**src/logic/sdm_regs.vh**
```
/*
  Register offsets, field positions, reset values and codes for the sideband
  drive and monitor select block. Assumes a 32-bit Avalon-MM master with
  byte addressing and word-aligned accesses.
*/
// What this block does
// [RULE_01] Monitor enabled: selected sideband level drives trigger line.
// [RULE_02] Outside equipment leaves a monitored trigger line undriven.
// [RULE_03] Only nine sideband signals, host or drive, monitorable.
// [RULE_04] Value-returning queries accept single signals, reject groups.
// [RULE_05] All-signals group sets every switched signal.
// [RULE_06] Lane groups zero to three select lane signals.
// [RULE_07] Power group selects supplies; data group selects lanes.
// [RULE_08] Management group selects all management interface signals.
// [RULE_09] First port: lanes 0-1, first clock, first reset.
// [RULE_10] Second port: lanes 2-3, second clock, second reset.
// [RULE_11] First data group: lanes 0 and 1 only.
// [RULE_12] Second data group: lanes 2 and 3 only.
// [RULE_13] Presence low request pulls host low; drive never.
// [RULE_14] Sideband reset: host never driven; drive follows level.
// [RULE_15] Dual-port, power disable, first reset: drive side only.
// [RULE_16] Shared second reset: only drive-side low is driven.
// [RULE_17] Indicator low request pulls host low; drive never.
// [RULE_18] Separate open and closed drive settings per pin.
// [RULE_19] Trigger monitor active only in sideband monitor mode.
// [RULE_20] Group setting updates all members in one cycle.
`ifndef SDM_REGS_VH
`define SDM_REGS_VH

`define SDM_ADDR_SW_STATE   8'h00
`define SDM_ADDR_SW_CMD     8'h04
`define SDM_ADDR_DRV_CMD    8'h08
`define SDM_ADDR_QSEL       8'h0c
`define SDM_ADDR_QDATA      8'h10
`define SDM_ADDR_TRIG_CFG   8'h14
`define SDM_ADDR_STATUS     8'h18

`define SDM_ID_ALL          6'h20
`define SDM_ID_LANE0        6'h21
`define SDM_ID_POWER        6'h25
`define SDM_ID_DATA         6'h26
`define SDM_ID_SBUS         6'h27
`define SDM_ID_CLK_A        6'h28
`define SDM_ID_CLK_B        6'h29
`define SDM_ID_MGMT         6'h2a
`define SDM_ID_PORT_A       6'h2b
`define SDM_ID_PORT_B       6'h2c
`define SDM_ID_DATA_A       6'h2d
`define SDM_ID_DATA_B       6'h2e
`define SDM_ID_SB_BASE      6'h16

`define SDM_DRV_NONE        2'h0
`define SDM_DRV_HIGH        2'h1
`define SDM_DRV_LOW         2'h2

`define SDM_MODE_OFF        2'h0
`define SDM_MODE_SIDEBAND   2'h3

`define SDM_SB_PRESENCE     4'h0
`define SDM_SB_PORT0_RST    4'h1
`define SDM_SB_RST1_CLKREQ  4'h2
`define SDM_SB_BUS_RST      4'h3
`define SDM_SB_INDICATOR    4'h6
`define SDM_SB_PWR_DIS      4'h7
`define SDM_SB_DUAL_EN      4'h8
`define SDM_SB_LAST         4'h8

`define SDM_SW_RESET        32'h00000000
`define SDM_TRIG_RESET      15'h0000

`endif

```
**src/logic/sdm_select.v**
```verilog
/*
  Sideband drive and monitor select block: resolves signal and group names
  into switch sets, holds per-pin drive settings, and routes a chosen
  sideband level onto the trigger in or trigger out connector.
  Assumes a 32-bit Avalon-MM master on the same clock, and pin levels that
  are already synchronous to the clock.
*/
// Added by the designer: the register addresses and the Avalon-MM interface to the registers.
`include "sdm_regs.vh"

module sdm_select #(
  parameter MON_SUPPORTED = 1
) (
  input  wire        clock,
  input  wire        rst,
  input  wire [7:0]  avs_address,
  input  wire        avs_read,
  input  wire        avs_write,
  input  wire [31:0] avs_writedata,
  output reg  [31:0] avs_readdata,
  output wire        avs_waitrequest,
  input  wire [8:0]  host_sb_level,
  input  wire [8:0]  drive_sb_level,
  output reg  [31:0] switch_closed,
  output reg  [8:0]  host_drv_o,
  output reg  [8:0]  host_drv_oe,
  output reg  [8:0]  drive_drv_o,
  output reg  [8:0]  drive_drv_oe,
  output reg         trig_in_o,
  output reg         trig_in_oe,
  output reg         trig_out_o,
  output reg         trig_out_oe
);

  // Signal ids: 0..15 lane pins (4 per lane), 16..17 supplies, 18..21 clocks,
  // 22..30 the nine sideband signals in monitor order, 31 manufacturing pin.
  function [31:0] member_mask;
    input [5:0] id;
    begin
      member_mask = 32'h00000000;
      if (id < `SDM_ID_ALL)
        member_mask = 32'h00000001 << id;
      else case (id)
        `SDM_ID_ALL:       member_mask = 32'hffffffff; // RULE_05
        6'h21:             member_mask = 32'h0000000f; // RULE_06
        6'h22:             member_mask = 32'h000000f0; // RULE_06
        6'h23:             member_mask = 32'h00000f00; // RULE_06
        6'h24:             member_mask = 32'h0000f000; // RULE_06
        `SDM_ID_POWER:     member_mask = 32'h00030000; // RULE_07
        `SDM_ID_DATA:      member_mask = 32'h0000ffff; // RULE_07
        `SDM_ID_SBUS:      member_mask = 32'h0e000000;
        `SDM_ID_CLK_A:     member_mask = 32'h000c0000;
        `SDM_ID_CLK_B:     member_mask = 32'h00300000;
        `SDM_ID_MGMT:      member_mask = 32'h8e000000; // RULE_08
        `SDM_ID_PORT_A:    member_mask = 32'h008c00ff; // RULE_09
        `SDM_ID_PORT_B:    member_mask = 32'h0130ff00; // RULE_10
        `SDM_ID_DATA_A:    member_mask = 32'h000000ff; // RULE_11
        `SDM_ID_DATA_B:    member_mask = 32'h0000ff00; // RULE_12
        default:           member_mask = 32'h00000000;
      endcase
    end
  endfunction

  // A single sideband id maps to its monitor index; others give 4'hf.
  function [3:0] sb_index;
    input [5:0] id;
    reg   [5:0] off;
    begin
      off = id - `SDM_ID_SB_BASE;
      if (id >= `SDM_ID_SB_BASE && off <= {2'b00, `SDM_SB_LAST})
        sb_index = off[3:0];
      else
        sb_index = 4'hf;
    end
  endfunction

  function drive_capable;
    input [3:0] sb;
    begin
      drive_capable = (sb <= `SDM_SB_LAST) && (sb != 4'h4) && (sb != 4'h5);
    end
  endfunction

  // Returns {host_oe, host_o, drive_oe, drive_o} for a pin and request.
  function [3:0] drive_map;
    input [3:0] sb;
    input [1:0] req;
    begin
      drive_map = 4'h0;
      case (sb)
        `SDM_SB_PRESENCE, `SDM_SB_INDICATOR:
          if (req == `SDM_DRV_LOW) drive_map = 4'b1000; // RULE_13 RULE_17
        `SDM_SB_BUS_RST, `SDM_SB_PORT0_RST, `SDM_SB_PWR_DIS, `SDM_SB_DUAL_EN: begin
          if (req == `SDM_DRV_HIGH) drive_map = 4'b0011; // RULE_14 RULE_15
          if (req == `SDM_DRV_LOW) drive_map = 4'b0010; // RULE_14 RULE_15
        end
        `SDM_SB_RST1_CLKREQ:
          if (req == `SDM_DRV_LOW) drive_map = 4'b0010; // RULE_16
        default: drive_map = 4'h0;
      endcase
    end
  endfunction

  reg  [1:0]  open_mode_reg [0:8];
  reg  [1:0]  closed_mode_reg [0:8];
  reg  [5:0]  qsel_reg;
  reg  [14:0] trig_cfg_reg;
  reg         err_reg;
  reg         ack_reg;
  reg  [31:0] rd_next;
  reg         err_set;
  reg  [3:0]  dmap;
  reg  [1:0]  req_mode;
  reg  [8:0]  host_oe_next;
  reg  [8:0]  host_o_next;
  reg  [8:0]  drive_oe_next;
  reg  [8:0]  drive_o_next;
  integer     i;
  integer     j;

  wire        req      = avs_read | avs_write;
  wire        wr_fire  = avs_write & ack_reg;
  // Read data are loaded at the first edge of a read, so that they already
  // stand in the cycle in which waitrequest is low and the master takes them.
  wire        rd_fire  = avs_read & ~ack_reg;
  wire [5:0]  wr_id    = avs_writedata[5:0];
  wire [31:0] wr_mask  = member_mask(wr_id);
  wire [3:0]  wr_sb    = sb_index(wr_id);
  wire [3:0]  q_sb     = sb_index(qsel_reg);
  wire        q_single = (qsel_reg < `SDM_ID_ALL);
  wire [1:0]  tin_mode  = trig_cfg_reg[1:0];
  wire [3:0]  tin_sel   = trig_cfg_reg[5:2];
  wire        tin_side  = trig_cfg_reg[6];
  wire [1:0]  tout_mode = trig_cfg_reg[9:8];
  wire [3:0]  tout_sel  = trig_cfg_reg[13:10];
  wire        tout_side = trig_cfg_reg[14];
  wire        tin_mon  = (MON_SUPPORTED != 0) && (tin_mode == `SDM_MODE_SIDEBAND); // RULE_19
  wire        tout_mon = (MON_SUPPORTED != 0) && (tout_mode == `SDM_MODE_SIDEBAND); // RULE_19
  wire        trig_ok  = (avs_writedata[5:2] <= `SDM_SB_LAST) &&
                         (avs_writedata[13:10] <= `SDM_SB_LAST); // RULE_03

  // Each access is answered one cycle after it appears.
  assign avs_waitrequest = req & ~ack_reg;

  always @(posedge clock or posedge rst) begin
    if (rst)
      ack_reg <= 1'b0;
    else
      ack_reg <= req & ~ack_reg;
  end

  // The whole member set of a group is written in the same edge.
  always @(posedge clock or posedge rst) begin
    if (rst)
      switch_closed <= `SDM_SW_RESET;
    else if (wr_fire && avs_address == `SDM_ADDR_SW_CMD && wr_mask != 32'h00000000) begin
      if (avs_writedata[8])
        switch_closed <= switch_closed | wr_mask; // RULE_20
      else
        switch_closed <= switch_closed & ~wr_mask; // RULE_20
    end
  end

  always @(posedge clock or posedge rst) begin
    if (rst) begin
      for (i = 0; i < 9; i = i + 1) begin
        open_mode_reg[i]   <= `SDM_DRV_NONE;
        closed_mode_reg[i] <= `SDM_DRV_NONE;
      end
    end else if (wr_fire && avs_address == `SDM_ADDR_DRV_CMD && drive_capable(wr_sb)) begin
      open_mode_reg[wr_sb]   <= avs_writedata[9:8]; // RULE_18
      closed_mode_reg[wr_sb] <= avs_writedata[11:10]; // RULE_18
    end
  end

  always @(posedge clock or posedge rst) begin
    if (rst) begin
      qsel_reg     <= 6'h00;
      trig_cfg_reg <= `SDM_TRIG_RESET;
    end else if (wr_fire) begin
      if (avs_address == `SDM_ADDR_QSEL && wr_id < `SDM_ID_ALL)
        qsel_reg <= wr_id; // RULE_04
      if (avs_address == `SDM_ADDR_TRIG_CFG && trig_ok)
        trig_cfg_reg <= avs_writedata[14:0];
    end
  end

  // Any refused command sets the sticky error; a new error wins over clear.
  always @* begin
    err_set = 1'b0;
    if (wr_fire) begin
      case (avs_address)
        `SDM_ADDR_SW_CMD:   err_set = (wr_mask == 32'h00000000);
        `SDM_ADDR_DRV_CMD:  err_set = ~drive_capable(wr_sb);
        `SDM_ADDR_QSEL:     err_set = (wr_id >= `SDM_ID_ALL); // RULE_04
        `SDM_ADDR_TRIG_CFG: err_set = ~trig_ok; // RULE_03
        default:            err_set = 1'b0;
      endcase
    end
  end

  always @(posedge clock or posedge rst) begin
    if (rst)
      err_reg <= 1'b0;
    else if (err_set)
      err_reg <= 1'b1;
    else if (wr_fire && avs_address == `SDM_ADDR_STATUS && avs_writedata[0])
      err_reg <= 1'b0;
  end

  always @* begin
    rd_next = 32'h00000000;
    case (avs_address)
      `SDM_ADDR_SW_STATE: rd_next = switch_closed;
      `SDM_ADDR_QSEL:     rd_next = {26'h0000000, qsel_reg};
      `SDM_ADDR_QDATA: begin
        rd_next[0] = switch_closed[qsel_reg[4:0]];
        rd_next[7] = q_single;
        if (q_sb != 4'hf) begin
          rd_next[2:1] = open_mode_reg[q_sb];
          rd_next[4:3] = closed_mode_reg[q_sb];
          rd_next[5]   = host_sb_level[q_sb];
          rd_next[6]   = drive_sb_level[q_sb];
        end
      end
      `SDM_ADDR_TRIG_CFG: rd_next = {17'h00000, trig_cfg_reg};
      `SDM_ADDR_STATUS:   rd_next = {28'h0000000, tout_mon, tin_mon,
                                     (MON_SUPPORTED != 0), err_reg};
      default:            rd_next = 32'h00000000;
    endcase
  end

  always @(posedge clock or posedge rst) begin
    if (rst)
      avs_readdata <= 32'h00000000;
    else if (rd_fire)
      avs_readdata <= rd_next;
  end

  // Pin drive follows the open or closed setting of each sideband pin.
  always @* begin
    host_oe_next  = 9'h000;
    host_o_next   = 9'h000;
    drive_oe_next = 9'h000;
    drive_o_next  = 9'h000;
    req_mode      = `SDM_DRV_NONE;
    dmap          = 4'h0;
    for (j = 0; j < 9; j = j + 1) begin
      req_mode = switch_closed[22 + j] ? closed_mode_reg[j] : open_mode_reg[j]; // RULE_18
      dmap = drive_map(j[3:0], req_mode);
      host_oe_next[j]  = dmap[3];
      host_o_next[j]   = dmap[2];
      drive_oe_next[j] = dmap[1];
      drive_o_next[j]  = dmap[0];
    end
  end

  // The pin drive is registered so that no decode glitch reaches a pin.
  always @(posedge clock or posedge rst) begin
    if (rst) begin
      host_drv_o   <= 9'h000;
      host_drv_oe  <= 9'h000;
      drive_drv_o  <= 9'h000;
      drive_drv_oe <= 9'h000;
    end else begin
      host_drv_oe  <= host_oe_next;
      host_drv_o   <= host_o_next;
      drive_drv_oe <= drive_oe_next;
      drive_drv_o  <= drive_o_next;
    end
  end

  // Trigger lines are only driven while their mode selects monitoring.
  always @(posedge clock or posedge rst) begin
    if (rst) begin
      trig_in_o   <= 1'b0;
      trig_in_oe  <= 1'b0;
      trig_out_o  <= 1'b0;
      trig_out_oe <= 1'b0;
    end else begin
      trig_in_oe  <= tin_mon; // RULE_01 RULE_02
      trig_out_oe <= tout_mon; // RULE_01
      trig_in_o   <= tin_mon &
                     (tin_side ? drive_sb_level[tin_sel] : host_sb_level[tin_sel]); // RULE_01
      trig_out_o  <= tout_mon &
                     (tout_side ? drive_sb_level[tout_sel] : host_sb_level[tout_sel]); // RULE_01
    end
  end

endmodule

```
**config.mk**
```make
export PLATFORM = sky130hd
export DESIGN_NAME = sdm_select
export DESIGN_NICKNAME = d
export VERILOG_FILES = /design/src/logic/sdm_select.v
export VERILOG_INCLUDE_DIRS = /design/src /design/src/logic
export SDC_FILE = /design/constraint.sdc
export NUM_CORES = 1
export LEC_CHECK = 0
export ABC_AREA = 1
export BUFFER_PORTS_ARGS = -buffer_cell sky130_fd_sc_hd__buf_2
export CORE_ASPECT_RATIO = 1.25
export CORE_UTILIZATION = 56
export DETAILED_ROUTE_END_ITERATION = 7
export PLACE_DENSITY_LB_ADDON = 0.3
export SYNTH_ARGS = -nofsm -noshare
export SYNTH_HDL_FRONTEND = slang
export SYNTH_SLANG_ARGS = --single-unit
```
**constraint.sdc**
```tcl
create_clock -name clock -period 4.5 [get_ports clock]
set_input_delay 0.45 -clock clock [delete_from_list [all_inputs] [get_ports clock]]
set_output_delay 0.45 -clock clock [all_outputs]
set_load 0.05 [all_outputs]
```
==> impl_metrics.sql <==
INSERT INTO impl_metrics (metric_group, metric, value, unit) VALUES
('setup_path', 'critical_path_arrival', '3.56', 'ns'),
('hold_path', 'holdCritPathClass', 'input port to asynchronous set/reset pin', ''),
('power_and_ir_drop', 'power_density', '318.3', 'nW/um^2'),
('setup_path', 'length_in_cells_of_the_worst_reg_to_reg_path', '17', ''),
('power_and_ir_drop', 'ir_worst_vdd', '0.3482', 'mV'),
('drt', 'first_pass_iters', '5', ''),
('sta', 'final_min_period_over_clock_period', '72.34', '%'),
('floorplanning', 'chipWidth', '110.7', 'microns'),
('power_and_ir_drop', 'netSwitchingPower', '0.0008421', 'W'),
('floorplanning', 'die-area', '15250', 'sq um'),
('synthesis', 'synth-edff-count', '0', ''),
('setup_path', 'cp.required', '4.81', 'ns'),
('cts', 'htree_num_levels', '4', ''),
('drt', 'drt_wl_total', '24.52', 'mm'),
('layout', 'layout_commonest_cell', 'nand2_1', ''),
('grt', 'grt_overflow', '0', ''),
('synthesis', 'syn-cell-area', '8264', 'sq um'),
('placed_design', 'finalWeightedCongestion', '0.9957', ''),
('power_and_ir_drop', 'power.share.switching', '28.07', '%'),
('setup_path', 'r2r_start', 'qsel_reg[1]$_DFFE_PP0P_', ''),
('sta', 'rsz_0062_raised_after_global_routing', 'no', ''),
('sta', 'maximum_clock_skew_at_final_layout', '0.01430', 'ns'),
('setup_path', 'r2r_slack', '1.47', 'ns'),
('sta', 'setup_total_negative_slack', '0', 'ns'),
('grt', 'grt_util_all_layers', '32.48', '%'),
('drt', 'drc', '0', ''),
('setup_path', 'worstPathCellList', 'buf_2 > inv_1 > ha_1 > inv_1 > nor2_1 > o21ai_1 > nor2_1 > nor2_1 > nand4_1 > nor2_1 > nand3_1 > nand2_1 > inv_2 > nand2_1 > nand2_1 > nand2_1', ''),
('drt', 'dr.first_iter.drc_count', '811', ''),
('synthesis', 'ys_seq_elements', '138', ''),
('floorplanning', 'initial_standard_cell_utilization_of_the_core', '57.36', '%'),
('placed_design', 'detailedPlacementHpwl', '18.01', 'mm'),
('power_and_ir_drop', 'leakagePower', '4.993', 'nW'),
('floorplanning', 'std_cell_rows', '49', ''),
('synthesis', 'synth_area_per_cell', '7.137', 'sq um'),
('drt', 'drt-vias-per-instance', '5.736', ''),
('job', 'timing.max_cap.violations', '0', ''),
('cts', 'number_of_buffers_created_by_cts', '17', ''),
('sta', 'timing.slew.headroom', '17.12', '%'),
('drt', 'drt.antenna.violating_nets', '0', ''),
('synthesis', 'synthCells', '1158', ''),
('layout', 'filler_cell_count', '1255', ''),
('layout', 'antenna_cells_inserted', '0', ''),
('layout', 'area_growth', '14.02', '%'),
('status', 'status', 'finished, final reports clean', ''),
('setup_path', 'worst-setup-path-type', 'input port to register', ''),
('cts', 'tritoncts_clock_tree', 'yes', ''),
('drt', 'routedWlPerCell', '16.97', 'microns'),
('placed_design', 'placement.io_buffers', '124', ''),
('grt', 'antenna_found_initial', '1', ''),
('power_and_ir_drop', 'power.total', '0.003000', 'W'),
('layout', 'final_nets', '1327', ''),
('synthesis', 'ys_dominant_reg_cell', 'dfrtp_1', ''),
('cts', 'clockBufferDepth', '2', ''),
('cts', 'cts_clk_pin_slew_worst_paths', '0.06', 'ns'),
('power_and_ir_drop', 'seqPwrFrac', '42.3', '%'),
('setup_path', 'endpoint_kind', 'register', ''),
('cts', 'clockRootBuffer', 'clkbuf_16', ''),
('power_and_ir_drop', 'internal_power', '0.002158', 'W'),
('setup_path', 'cpPeakStageDelay', '0.66', 'ns'),
('drt', 'routed-via-count', '8288', ''),
('power_and_ir_drop', 'p_comb_share', '11.1', '%'),
('cts', 'cts_setup_buffers', '0', ''),
('sta', 'worst-slew-pin-transition', '1.234', 'ns'),
('layout', 'final_cell_mix', 'nand2_1, dfrtp_1, buf_2', ''),
('sta', 'final_worst_path_period_need', '3.255', 'ns'),
('synthesis', 'yosys_warns', '0', ''),
('cts', 'worstSkewPairLatency', '0.43', 'ns'),
('synthesis', 'yosysUniqueCellTypes', '41', ''),
('floorplanning', 'floorplan.io_pins', '167', ''),
('grt', 'global_route_wire_length_before_repair', '38.21', 'mm'),
('sta', 'timing_hold_violations_final', '0', '');
worst max-delay path, delay by kind of cell:
family	cells	cell delay [ns]
adder cells (fa/ha/maj)	1	0.22
AO/OA/AOI/OAI	1	0.14
buffers and inverters	4	1.10
AND/OR/NAND/NOR	10	1.62
logic make-up after synthesis:
| group | Yosys count | share of synthesized area [%] |
|---|---|---|
| buffers and inverters | 209 | 11.20 |
| other | 1 | 0.04538 |
| multiplexers | 5 | 0.6208 |
| AO/OA/AOI/OAI | 207 | 13.84 |
| XOR/XNOR | 1 | 0.1060 |
| flip-flops | 138 | 41.79 |
| adder cells (fa/ha/maj) | 11 | 1.665 |
| AND/OR/NAND/NOR | 586 | 30.73 |
cells in the mapped netlist (all sizes together) (5+ instances only):
| library cell | instances | area, sq um |
|---|---|---|
| a221oi | 5 | 43.79 |
| inv | 127 | 476.7 |
| nand4 | 34 | 212.7 |
| nand2 | 348 | 1311 |
| nor2 | 100 | 416.7 |
| clkbuf | 37 | 138.9 |
| o31ai | 6 | 45.04 |
| nand3 | 87 | 447.9 |
| buf | 43 | 302.8 |
| a31oi | 6 | 37.54 |
| ha | 11 | 137.6 |
| o21ai | 135 | 683.2 |
| a21oi | 33 | 165.2 |
| nand3b | 5 | 87.59 |
| nor3 | 9 | 45.04 |
| o2111ai | 5 | 43.79 |
| dfrtp | 138 | 3453 |
| o22ai | 8 | 50.05 |
through the flow:
step	hold WS [ns]	area, sq um	utilization, %	setup slack (ns)	instances
after floorplan	0.4290	8354	-	0.3538	1182
after global placement	0.3646	8836	61.33	1.004	1413
after detailed placement	0.3669	8836	61.33	0.9307	1413
after CTS	0.2323	9423	65.40	1.318	1445
after global routing	0.2476	9423	65.40	0.9330	1445
final	0.2149	9423	65.40	1.245	1445
power by group through the flow:
stage          sequential (W)  combinational (W)  clock (W)
6_report              0.00127           0.000334    0.00140
4_1_cts               0.00127           0.000332    0.00140
3_5_place_dp          0.00129           0.000331          0
2_1_floorplan         0.00132           0.000226          0
3_3_place_gp          0.00129           0.000328          0
5_1_grt               0.00127           0.000364    0.00145
routing by layer:
layer | GRT usage [%] | wire length, microns | vias up
met5 | 0 | 0 | -
met1 | 42.51 | 10110 | 3867
li1 | - | - | 3934
met3 | 6.731 | 1973 | 79
met4 | 17.41 | 1124 | 0
met2 | 50.97 | 11310 | 408
cell type report:
cell class	count	area (sq um)	share of cell area (%)
Tap cell	178	222.7	2.364
Multi-Input combinational cell	835	3983	42.27
Clock inverter	13	143.9	1.527
Timing Repair Buffer	133	688.2	7.303
Clock buffer	19	442.9	4.701
Inverter	129	489.2	5.192
Sequential cell	138	3453	36.65
worst max path at each step:
| stage | start | endpoint | cells past startpoint |
|---|---|---|---|
| final | avs_writedata[0] | register | 16 |
| after CTS | avs_writedata[0] | register | 15 |
| after global placement | avs_writedata[0] | register | 16 |
| after global routing | avs_writedata[1] | register | 18 |
| after detailed placement | avs_writedata[0] | register | 15 |
| after floorplan | rst | asynchronous set/reset pin | 1 |
No activity file was read; power rests on OpenSTA's default activity.
